===== config.mk =====
export PLATFORM = sky130hd
export DESIGN_NAME = tfr_register_bank
export DESIGN_NICKNAME = d
export VERILOG_FILES = /design/src/common/tfr_pkg.sv /design/src/tfr_register_bank.sv /design/src/tfr_duty_loop.sv
export SDC_FILE = /design/constraint.sdc
export NUM_CORES = 1
export LEC_CHECK = 0
export ABC_AREA = 1
export BUFFER_PORTS_ARGS = -buffer_cell sky130_fd_sc_hd__buf_2
export CAP_MARGIN = 25
export CORE_ASPECT_RATIO = 0.8
export CORE_MARGIN = 2
export CORE_UTILIZATION = 40
export DETAILED_ROUTE_END_ITERATION = 7
export PLACE_DENSITY_LB_ADDON = 0.12
export SYNTH_ARGS = -nofsm -noshare
export SYNTH_HDL_FRONTEND = slang
export SYNTH_HIERARCHICAL = 1
export SYNTH_SLANG_ARGS = --single-unit

===== constraint.sdc =====
create_clock -name core_clk -period 5.1 [get_ports core_clk]
set_clock_uncertainty 0.15 [all_clocks]
set_input_delay 1.275 -clock core_clk [delete_from_list [all_inputs] [get_ports core_clk]]
set_output_delay 1.275 -clock core_clk [all_outputs]
set_load 0.02 [all_outputs]

===== src/common/tfr_pkg.sv =====
// Constants shared by the thermal/fan register bank.
// Assumes a single 250 MHz core clock domain.
package tfr_pkg;
	// Register addresses
	localparam logic [7:0] ADDR_FRACTION   = 8'h06;
	localparam logic [7:0] ADDR_LOCAL_UP   = 8'h0A;
	localparam logic [7:0] ADDR_REMOTE_UP  = 8'h0B;
	localparam logic [7:0] ADDR_LOC_HIGH   = 8'h14;
	localparam logic [7:0] ADDR_LOC_LOW    = 8'h15;
	localparam logic [7:0] ADDR_LOC_SHUT   = 8'h16;
	localparam logic [7:0] ADDR_REM_HIGH   = 8'h18;
	localparam logic [7:0] ADDR_REM_LOW    = 8'h19;
	localparam logic [7:0] ADDR_REM_SHUT   = 8'h1A;
	localparam logic [7:0] ADDR_LOC_CRIT   = 8'h1B;
	localparam logic [7:0] ADDR_PASSIVE    = 8'h1C;
	localparam logic [7:0] ADDR_REM_CRIT   = 8'h1D;
	// Reset values
	localparam logic [7:0] RST_FRACTION    = 8'h00;
	localparam logic [7:0] RST_TEMP_UP     = 8'h80;
	localparam logic [7:0] RST_LOC_HIGH    = 8'h3C;
	localparam logic [7:0] RST_LOC_LOW     = 8'h00;
	localparam logic [7:0] RST_LOC_SHUT    = 8'h46;
	localparam logic [7:0] RST_REM_HIGH    = 8'h50;
	localparam logic [7:0] RST_REM_LOW     = 8'h00;
	localparam logic [7:0] RST_REM_SHUT    = 8'h64;
	localparam logic [7:0] RST_LOC_CRIT    = 8'h50;
	localparam logic [7:0] RST_PASSIVE     = 8'h00;
	localparam logic [7:0] RST_REM_CRIT    = 8'h69;
	localparam logic [7:0] RST_DUTY        = 8'h00;
	localparam logic [7:0] PASSIVE_MASK    = 8'h3F;
	// Speed loop dead band on period count
	localparam logic [15:0] PERIOD_DEADBAND = 16'h000A;
	// Update periods: 1/128 s at 250 MHz is the slowest rate tick
	localparam longint CLK_HZ              = 250000000;
	localparam longint BASE_TICK_NS        = 7812500;
	localparam longint BASE_TICK_CYC       = (BASE_TICK_NS * CLK_HZ) / 1000000000;
	// Speed loop ticks: slow 1 s, quick 0.25 s (plain defaults)
	localparam longint SPEED_SLOW_MS       = 1000;
	localparam longint SPEED_QUICK_MS      = 250;
	localparam longint SPEED_SLOW_CYC      = (SPEED_SLOW_MS * CLK_HZ) / 1000;
	localparam longint SPEED_QUICK_CYC     = (SPEED_QUICK_MS * CLK_HZ) / 1000;
	// Fan control modes
	typedef enum logic [1:0] {TFR_MODE_AUTO, TFR_MODE_SPEED, TFR_MODE_DIRECT} tfr_mode_t;
endpackage


===== src/tfr_register_bank.sv =====
// Temperature/fan register bank: readings, limits, passive threshold, duty loop timing.
// Assumes a byte-wide register port from a serial management bus slave on core_clk.
`timescale 1ns/10ps

module tfr_register_bank
	import tfr_pkg::*;
#(
	parameter longint BASE_TICK   = BASE_TICK_CYC,
	parameter longint SPEED_SLOW  = SPEED_SLOW_CYC,
	parameter longint SPEED_QUICK = SPEED_QUICK_CYC
)
(
	// Clock and reset
	input  wire logic        core_clk,
	input  wire logic        nrst,
	// Register port
	input  wire logic [7:0]  reg_addr,
	input  wire logic        reg_wr,
	input  wire logic        reg_rd,
	input  wire logic [7:0]  reg_wdata,
	output logic [7:0]       reg_rdata,
	// Converter results, one-cycle valid pulse
	input  wire logic        conv_valid,
	input  wire logic [10:0] local_temp_value,
	input  wire logic [10:0] remote_temp_value,
	// Fan control settings
	input  wire tfr_mode_t   mode,
	input  wire logic [2:0]  duty_update_rate_sel,
	input  wire logic [1:0]  adjust_hysteresis_sel,
	input  wire logic [1:0]  duty_step_sel,
	input  wire logic        quick_speed_sample,
	input  wire logic        use_remote_temp,
	input  wire logic [7:0]  duty_target,
	input  wire logic [7:0]  direct_duty,
	input  wire logic [15:0] fan_period_count,
	input  wire logic [15:0] fan_period_target,
	// Outputs
	output logic [7:0]       duty_cycle,
	output logic             readings_frozen
);
	// Readings and freeze
	logic [10:0] loc_q;
	logic [10:0] rem_q;
	logic        frz_q;
	// Limit registers
	logic [7:0]  loc_high_q;
	logic [7:0]  loc_low_q;
	logic [7:0]  loc_shut_q;
	logic [7:0]  rem_high_q;
	logic [7:0]  rem_low_q;
	logic [7:0]  rem_shut_q;
	logic [7:0]  loc_crit_q;
	logic [7:0]  rem_crit_q;
	logic [7:0]  passive_q;
	logic [7:0]  rdata_q;
	logic [7:0]  rdata_d;
	// Tick generation
	logic [31:0] tick_cnt_q;
	logic [31:0] tick_lim;
	logic        tick;
	logic [7:0]  duty_w;

	// Decode helpers
	function automatic logic hit(input logic [7:0] a, input logic [7:0] b);
		hit = (a == b);
	endfunction

	wire rd_frac    = reg_rd && hit(reg_addr, ADDR_FRACTION);
	wire rd_rem_up  = reg_rd && hit(reg_addr, ADDR_REMOTE_UP);
	// Pad bits 4..3 are constant zero, so no stale bit can leak into them
	wire [7:0] frac_byte = {loc_q[2:0], 2'b00, rem_q[2:0]};

	// Readings refresh on every conversion unless frozen
	always_ff @(posedge core_clk or negedge nrst)
	begin
		if (!nrst)
		begin
			loc_q <= {RST_TEMP_UP, RST_FRACTION[2:0]};
			rem_q <= {RST_TEMP_UP, RST_FRACTION[2:0]};
		end
		else if (conv_valid && !frz_q)
		begin
			loc_q <= local_temp_value;
			rem_q <= remote_temp_value;
		end
	end

	// Freeze from fraction read until remote upper read
	always_ff @(posedge core_clk or negedge nrst)
	begin
		if (!nrst)
			frz_q <= 1'b0;
		else if (rd_frac)
			frz_q <= 1'b1;
		else if (rd_rem_up)
			frz_q <= 1'b0;
	end

	// Limit registers; reading registers have no write path
	always_ff @(posedge core_clk or negedge nrst)
	begin
		if (!nrst)
		begin
			loc_high_q <= RST_LOC_HIGH;
			loc_low_q  <= RST_LOC_LOW;
			rem_high_q <= RST_REM_HIGH;
			rem_low_q  <= RST_REM_LOW;
			loc_shut_q <= RST_LOC_SHUT;
			rem_shut_q <= RST_REM_SHUT;
			loc_crit_q <= RST_LOC_CRIT;
			rem_crit_q <= RST_REM_CRIT;
			passive_q  <= RST_PASSIVE;
		end
		else if (reg_wr)
		begin
			case (reg_addr)
				ADDR_LOC_HIGH: loc_high_q <= reg_wdata;
				ADDR_LOC_LOW:  loc_low_q  <= reg_wdata;
				ADDR_LOC_SHUT: loc_shut_q <= reg_wdata;
				ADDR_REM_HIGH: rem_high_q <= reg_wdata;
				ADDR_REM_LOW:  rem_low_q  <= reg_wdata;
				ADDR_REM_SHUT: rem_shut_q <= reg_wdata;
				ADDR_LOC_CRIT: loc_crit_q <= reg_wdata;
				ADDR_REM_CRIT: rem_crit_q <= reg_wdata;
				ADDR_PASSIVE:  passive_q  <= reg_wdata & PASSIVE_MASK;
				default:       passive_q  <= passive_q;
			endcase
		end
	end

	// Read multiplexer; high bytes are always live or frozen copies
	always_comb
	begin
		case (reg_addr)
			ADDR_FRACTION:  rdata_d = frac_byte;
			ADDR_LOCAL_UP:  rdata_d = loc_q[10:3];
			ADDR_REMOTE_UP: rdata_d = rem_q[10:3];
			ADDR_LOC_HIGH:  rdata_d = loc_high_q;
			ADDR_LOC_LOW:   rdata_d = loc_low_q;
			ADDR_LOC_SHUT:  rdata_d = loc_shut_q;
			ADDR_REM_HIGH:  rdata_d = rem_high_q;
			ADDR_REM_LOW:   rdata_d = rem_low_q;
			ADDR_REM_SHUT:  rdata_d = rem_shut_q;
			ADDR_LOC_CRIT:  rdata_d = loc_crit_q;
			ADDR_PASSIVE:   rdata_d = passive_q;
			ADDR_REM_CRIT:  rdata_d = rem_crit_q;
			default:        rdata_d = 8'h00;
		endcase
	end

	always_ff @(posedge core_clk or negedge nrst)
	begin
		if (!nrst)
			rdata_q <= 8'h00;
		else if (reg_rd)
			rdata_q <= rdata_d;
	end

	// Update period: auto uses rate field, speed uses quick bit
	assign tick_lim = (mode == TFR_MODE_SPEED)
		? (quick_speed_sample ? 32'(SPEED_QUICK) : 32'(SPEED_SLOW))
		: 32'(32'(BASE_TICK) >> duty_update_rate_sel);
	assign tick = (tick_cnt_q >= 32'(tick_lim - 32'h1));

	// Free-running divider; converter timing never sees it
	always_ff @(posedge core_clk or negedge nrst)
	begin
		if (!nrst)
			tick_cnt_q <= 32'h0;
		else if (tick)
			tick_cnt_q <= 32'h0;
		else
			tick_cnt_q <= 32'(tick_cnt_q + 32'h1);
	end

	// Active temperature vs passive threshold, both 11-bit
	wire [10:0] act_temp = use_remote_temp ? rem_q : loc_q;
	wire        act_neg  = act_temp[10];
	wire        psv_stop = act_neg || (act_temp <= {passive_q, 3'b000});

	tfr_duty_loop u_loop (
		.core_clk              (core_clk),
		.nrst                  (nrst),
		.mode                  (mode),
		.update_tick           (tick),
		.duty_target           (duty_target),
		.direct_duty           (direct_duty),
		.duty_step_sel         (duty_step_sel),
		.adjust_hysteresis_sel (adjust_hysteresis_sel),
		.passive_stop          (psv_stop),
		.fan_period_count      (fan_period_count),
		.fan_period_target     (fan_period_target),
		.duty_cycle            (duty_w)
	);

	assign reg_rdata       = rdata_q;
	assign duty_cycle      = duty_w; // Flop output inside the loop
	assign readings_frozen = frz_q;
endmodule // tfr_register_bank


===== src/tfr_duty_loop.sv =====
// Duty-cycle update engine for the automatic and speed-regulating loops.
// Assumes update_tick is a one-cycle pulse from the same clock.
`timescale 1ns/10ps
module tfr_duty_loop
	import tfr_pkg::*;
(
	// Clock and reset
	input  wire logic        core_clk,
	input  wire logic        nrst,
	// Control
	input  wire tfr_mode_t   mode,
	input  wire logic        update_tick,
	input  wire logic [7:0]  duty_target,
	input  wire logic [7:0]  direct_duty,
	input  wire logic [1:0]  duty_step_sel,
	input  wire logic [1:0]  adjust_hysteresis_sel,
	input  wire logic        passive_stop,
	input  wire logic [15:0] fan_period_count,
	input  wire logic [15:0] fan_period_target,
	// Result
	output logic [7:0]       duty_cycle
);
	logic [7:0] duty_q;
	logic [7:0] duty_d;
	logic [7:0] step;
	logic [7:0] hyst;
	logic [7:0] diff;
	logic       go_up;
	logic [7:0] move;
	logic [15:0] per_diff;
	logic        slow_fan;

	// Step 1..4 LSB and hysteresis 1..4 LSB
	assign step     = 8'({6'h00, duty_step_sel} + 8'h01);
	assign hyst     = 8'({6'h00, adjust_hysteresis_sel} + 8'h01);
	assign go_up    = duty_target > duty_q;
	assign diff     = go_up ? 8'(duty_target - duty_q) : 8'(duty_q - duty_target);
	assign move     = (diff < step) ? diff : step;
	assign slow_fan = fan_period_count > fan_period_target;
	assign per_diff = slow_fan ? 16'(fan_period_count - fan_period_target)
	                           : 16'(fan_period_target - fan_period_count);

	// Next duty value; 8-bit arithmetic limits precision
	always_comb
	begin
		duty_d = duty_q;
		case (mode)
			TFR_MODE_AUTO:
			begin
				if (passive_stop)
					duty_d = 8'h00;
				else if (update_tick && diff > hyst)
					duty_d = go_up ? 8'(duty_q + move) : 8'(duty_q - move);
			end
			TFR_MODE_SPEED:
			begin
				// Longer period means slow fan, so raise duty
				if (update_tick && per_diff > PERIOD_DEADBAND)
				begin
					if (slow_fan)
						duty_d = (8'hFF - duty_q < step) ? 8'hFF : 8'(duty_q + step);
					else
						duty_d = (duty_q < step) ? 8'h00 : 8'(duty_q - step);
				end
			end
			TFR_MODE_DIRECT: duty_d = direct_duty;
			default: duty_d = duty_q;
		endcase
	end

	always_ff @(posedge core_clk or negedge nrst)
	begin
		if (!nrst)
			duty_q <= RST_DUTY;
		else
			duty_q <= duty_d;
	end

	assign duty_cycle = duty_q;
endmodule // tfr_duty_loop


# == Word level (Yosys, flattened, before mapping) ==
# Cells that the tools add are included.
# word_totals
register_bits,141
input_bits,102
output_inout_bits,17
# op_classes
add_sub_neg,13
n_lt_le_gt_ge,9
n_eq_ne,16
shift,1
n_mux,18
n_reduce_logical,20
# op_table
op,count
$pmux 8 s12,1
$eq 8x5->1 const B,9
$mux 8,9
$mux 32,2
$add 32x1->32 const B,1
$ge 32x32->1,1
$shr 21x3->32 const A,1
$sub 16x16->16,2
$sub 32x1->32 const B,1
$sub 8x8->8,4
$mux 28,1
$lt 8x8->1,3
$pmux 8 s3,1
$reduce_and 2->1,9
$add 8x8->8,2
$eq 8x4->1 const B,2
$gt 16x16->1,1
$gt 16x4->1 const B,1
$gt 8x8->1,2
$mux 16,1
$le 11x9->1,1
$mux 11,1
$eq 8x3->1 const B,1
$sub 8x8->8 const A,1
13 further kinds,19

# == Longest topological paths before layout ==
# depth
word_depth,9
ltp_mapped,39

# == Cells and area by module ==
# Netlist, hierarchy kept.
# modules_own_cells
mod,instances,cells_per_inst,area_per_inst_um2,seq_area_each_um2
tfr_register_bank,1,1036,8046.5,3353.2
tfr_duty_loop,1,833,4654.5,200.2

# == Worst setup path after synthesis ==
# OpenSTA, ideal clock, no wires.
# synth_timing
path_kind,in2reg
start,input duty_target[0]
end,"register u_loop.duty_q[7], in the netlist u_loop/duty_cycle[7]"
setup_time_ns,0.117
arrival_ns,5.281
t_required_ns,4.833
slack_ns,-0.448
cell_stages,38
n_path_buf,1
path_cell_list,inv_1 ha_1 inv_1 fa_1 nand2_1 nand2_2 nand2_2 a21boi_2 buf_4 nand2_1 nand2_1 ha_1 o21ai_0 inv_1 a21oi_2 nand2_2 nand2_1 nand2_1 (+2 left out) xor2_1 ha_1 a21oi_1 o21ai_0 nand2_1 nand2_1 a21oi_1 nor2_1 o21ai_0 nand2_1 nand2_1 nand2_1 inv_1 nand3_1 nand3_1 nand2_1 nand2_1 nand2_1
# synth_via
elab_chain_cells,9
# synth_lines
item,line,rtl
"start, declared",tfr_register_bank.sv:33,"input wire logic [7:0] duty_target,"
$sub 8x8->8 / $gt 8x8->1 (equally long branches),"tfr_duty_loop.sv:37, tfr_duty_loop.sv:36",
$mux 8,tfr_duty_loop.sv:37,assign diff = go_up ? 8'(duty_target - duty_q) : 8'(duty_q - duty_target);
$lt 8x8->1,tfr_duty_loop.sv:38,assign move = (diff < step) ? diff : step;
$mux 8,tfr_duty_loop.sv:38,
$sub 8x8->8 / $add 8x8->8 (equally long branches),tfr_duty_loop.sv:53,duty_d = go_up ? 8'(duty_q + move) : 8'(duty_q - move);
$mux 8,tfr_duty_loop.sv:53,
$mux 8,tfr_duty_loop.sv:52,else if (update_tick && diff > hyst)
$mux 8,tfr_duty_loop.sv:50,if (passive_stop)
$pmux 8 s3,tfr_duty_loop.sv:47,case (mode)
"end signal, assigned",tfr_duty_loop.sv:76,duty_q <= duty_d;
"end, declared",tfr_duty_loop.sv:23,logic [7:0] duty_q;
# Several ways; a longest one is shown, not always the timed one. The select of a mux whose other input is x is not followed.
# A chain may end at the register's enable or synchronous reset.

# == Final worst setup path ==
# Ends and elaborated chain as after synthesis.

==> results.py <==
metrics = {
    "status": {
        "outcome": "finished clean",
    },
    "placement": {
        "place_area_mm2": 0.0142,
        "port_buffers": 118,
        "place_hpwl_um": 28800,
        "post-place-ws_ns": -0.509,
        "gp_congestion": 0.896,
        "dp.cells": 2431,
    },
    "setup_path": {
        "cp_max_fo": 4,
        "timing.rr.end": "u_loop/duty_cycle[7]$_DFFE_PN0P_",
        "crit_required_ns": 5.27,
        "crit_type": "primary input to register",
        "cp_slowest_stage_delay_ns": 0.34,
        "reg2regPathDepth": 36,
        "r2r-start": "u_loop/duty_cycle[1]$_DFFE_PN0P_",
        "arrival_ns": 5.13,
        "cpMostUsedCell": "nand2_1",
        "rrSetupSlack_ns": 0.49,
        "crit_path_end_kind": "register",
        "critPathLaunchType": "primary input",
        "cpMaxStageDelayCell": "fa_2",
    },
    "cts": {
        "cts_sinks": 141,
        "clock_latency_ns": 0.43,
        "cts_hold_buf": 0,
        "cts_buffers": 17,
        "root_buffer": "clkbuf_16",
        "cts-htree-levels": 4,
        "cts_tree": "yes",
        "clkSlewWorstSetupHoldPaths_ns": 0.06,
        "clk_path_buf_depth": 2,
    },
    "timing": {
        "max_slew_margin_pct": 35.6,
        "fmax_mhz": 201,
        "setup_violations": 0,
        "worst_pin_slew_ns": 0.964,
        "rsz0062_at_grt": "true",
        "maxSlewViolCount": 0,
        "hold_viol": 0,
        "worst_slack_ns": 0.133,
        "holdWs_ns": 0.327,
        "fin_crit_ns": 4.97,
        "post-route-period-util_pct": 97.4,
    },
    "global_routing": {
        "grt_pass1_wl_um": 59700,
        "grtUsageMet3_pct": 3.17,
        "grt_antenna_before_repair": 0,
        "grt_max_degree": 87,
        "busiest_layer": "met1",
        "use_met1_pct": 34.1,
        "grtUsageMet2_pct": 33.9,
        "first_global_vias": 11429,
        "grt-ovfl-total": 0,
        "grtUsageTotal_pct": 22.5,
    },
    "die": {
        "die_h_um": 163,
        "dieWidth_um": 203,
        "rows": 58,
        "initial_core_util_pct": 40.5,
        "fp.coreArea_mm2": 0.0314,
        "ioPinCount": 119,
        "fp.dieArea_mm2": 0.0332,
    },
    "synth": {
        "synth.area.top_cells": "dfrtp_1, nand2_1, ha_1, inv_1, nand3_1",
        "synthTopCellsByCount": "nand2_1, inv_1, nand3_1, nor2_1",
        "synth-seq-cells": 141,
        "syn-cell-area_mm2": 0.0127,
        "synth.most_common_cell": "nand2_1",
        "yosysWarnings": 6,
        "yosys_most_used_dff": "dfrtp_1",
        "synth_edf_count": 0,
        "syn_inst": 1869,
        "synth_seq_area_share_pct": 28.0,
        "synth_area_leader_cell": "dfrtp_1",
        "avgSynthCellArea_um2": 6.80,
        "synthDistinctLibCells": 51,
        "async_reset_ff_share_pct": 100,
        "yosys.area.top_type_share_pct": 23.8,
    },
    "worst_hold_path": {
        "hold_depth": 2,
        "hold_path_end": "reg_rdata[6]$_DFFE_PN0P_",
        "hp-class": "register to register",
        "hp-start": "reg_rdata[6]$_DFFE_PN0P_",
    },
    "drt": {
        "wirelength_um": 36800,
        "drt_iter0_drc": 917,
        "dr_total_vias": 12250,
        "drt_pass1_iterations": 6,
        "drc_errors": 0,
        "postRouteAntennaNets": 0,
        "routed_via_density": 4.96,
        "drt-wirelength-per-cell_um": 14.9,
    },
    "cells_and_area": {
        "area_delta_synth_final_pct": 18.4,
        "drive_above_1_share_pct": 18.1,
        "instances_no_fill": 2471,
        "diodes": 0,
        "final_area_mm2": 0.0150,
        "nets": 2268,
    },
    "flow_run": {
        "cap_violations": 0,
    },
    "pwr": {
        "p_per_area_mw_per_mm2": 346,
        "peakVddDrop_v": 0.000230,
        "power.static_leakage_nw": 7.84,
        "power_w": 0.00520,
    },
}
what timing repair did:
item                       in CTS  in global routing
gates cloned                    0                  0
setup endpoints to repair       1                  3
pin swaps                       6                 31
resized for setup               1                 34
setup buffers                   6                  4
where the power goes:
| group | internal, W | switching [W] |
|---|---|---|
| registers | 0.00120 | 0.0000884 |
| clock network | 0.000710 | 0.000589 |
| logic | 0.00111 | 0.00151 |
worst max path at each step:
stage / slack, ns / cells after the start / to / start
2_1_floorplan: -0.21 / 38 / u_loop/duty_cycle[7]$_DFFE_PN0P_ / duty_target[0]
3_3_place_gp: -0.45 / 39 / u_loop/duty_cycle[7]$_DFFE_PN0P_ / duty_target[0]
3_5_place_dp: -0.51 / 34 / u_loop/duty_cycle[7]$_DFFE_PN0P_ / duty_target[0]
4_1_cts: 0.002 / 39 / u_loop/duty_cycle[7]$_DFFE_PN0P_ / duty_target[0]
5_1_grt: -0.15 / 39 / u_loop/duty_cycle[7]$_DFFE_PN0P_ / duty_target[0]
6_report: 0.13 / 39 / u_loop/duty_cycle[7]$_DFFE_PN0P_ / duty_target[0]
cell type report:
cell class              instances  area [um2]
fillers                      3270       16300
clock buffers                  17         425
multi-input cells            1446        8250
clock inverters                15         195
flip-flops and latches        141        3550
well taps                     420         526
repair buffers                192        1170
inverters                     240         918
state kept, by name, indices dropped and copies added (netlist names), 8 cells and up:
register,flops
reg_rdata,8
rem_shut_q,8
loc_shut_q,8
rem_crit_q,8
tick_cnt_q,32
loc_q,11
u_loop/duty_cycle,8
rem_low_q,8
rem_q,11
loc_low_q,8
loc_crit_q,8
loc_high_q,8
rem_high_q,8
placed cells by master (no fill, tap or decap), types with 6 or more instances in the layout:
cell type	netlist	routed
a21oi_1	69	67
a32o_1	6	6
buf_2	19	116
buf_4	8	73
clkbuf_16	0	17
dfrtp_1	121	121
dfstp_2	20	20
ha_1	121	111
ha_4	0	9
inv_1	230	225
inv_2	8	10
mux2_2	17	17
nand2_1	580	569
nand2_2	18	22
nand2_4	3	10
nand3_1	167	166
nand3_2	9	8
nand4_1	20	20
nor2_1	156	154
nor2_2	12	12
nor2_4	6	8
nor3_1	27	27
o21ai_0	113	110
o21ai_1	17	18
xnor2_1	9	9
xor2_1	43	43
routing by layer:
layer	wire [um]	vias to the layer above
met4	389	0
li1	-	6326
met2	15400	283
met3	1890	32
met1	19000	5609
met5	0	-
critical path: cells and delay by family:
kind	cells	cell delay (ns)
adders and majority gates	5	1.10
and+or+nand+nor	22	1.52
xor gates and xnor gates	1	0.16
AOI/OAI and AO/OA	6	0.76
buffers and inverters	5	0.30
kinds of logic after synthesis:
logic type | count (synthesis) | share of synthesized area [%]
other cells | 1 | 0.0295
mux | 18 | 1.59
buf+inv | 285 | 9.22
simple gates | 1019 | 35.0
compound gates | 225 | 9.57
fa+ha+maj | 128 | 13.0
xor+xnor | 52 | 3.59
flops | 141 | 28.0
stage by stage:
stage                     TNS (ns)  utilization, %
after floorplan             -0.219               -
after CTS                        0            47.4
after global routing        -0.148            48.0
after detailed placement     -1.07            45.3
final                            0            48.0
after global placement      -0.880            45.3
(Power assumes the default switching activity.)
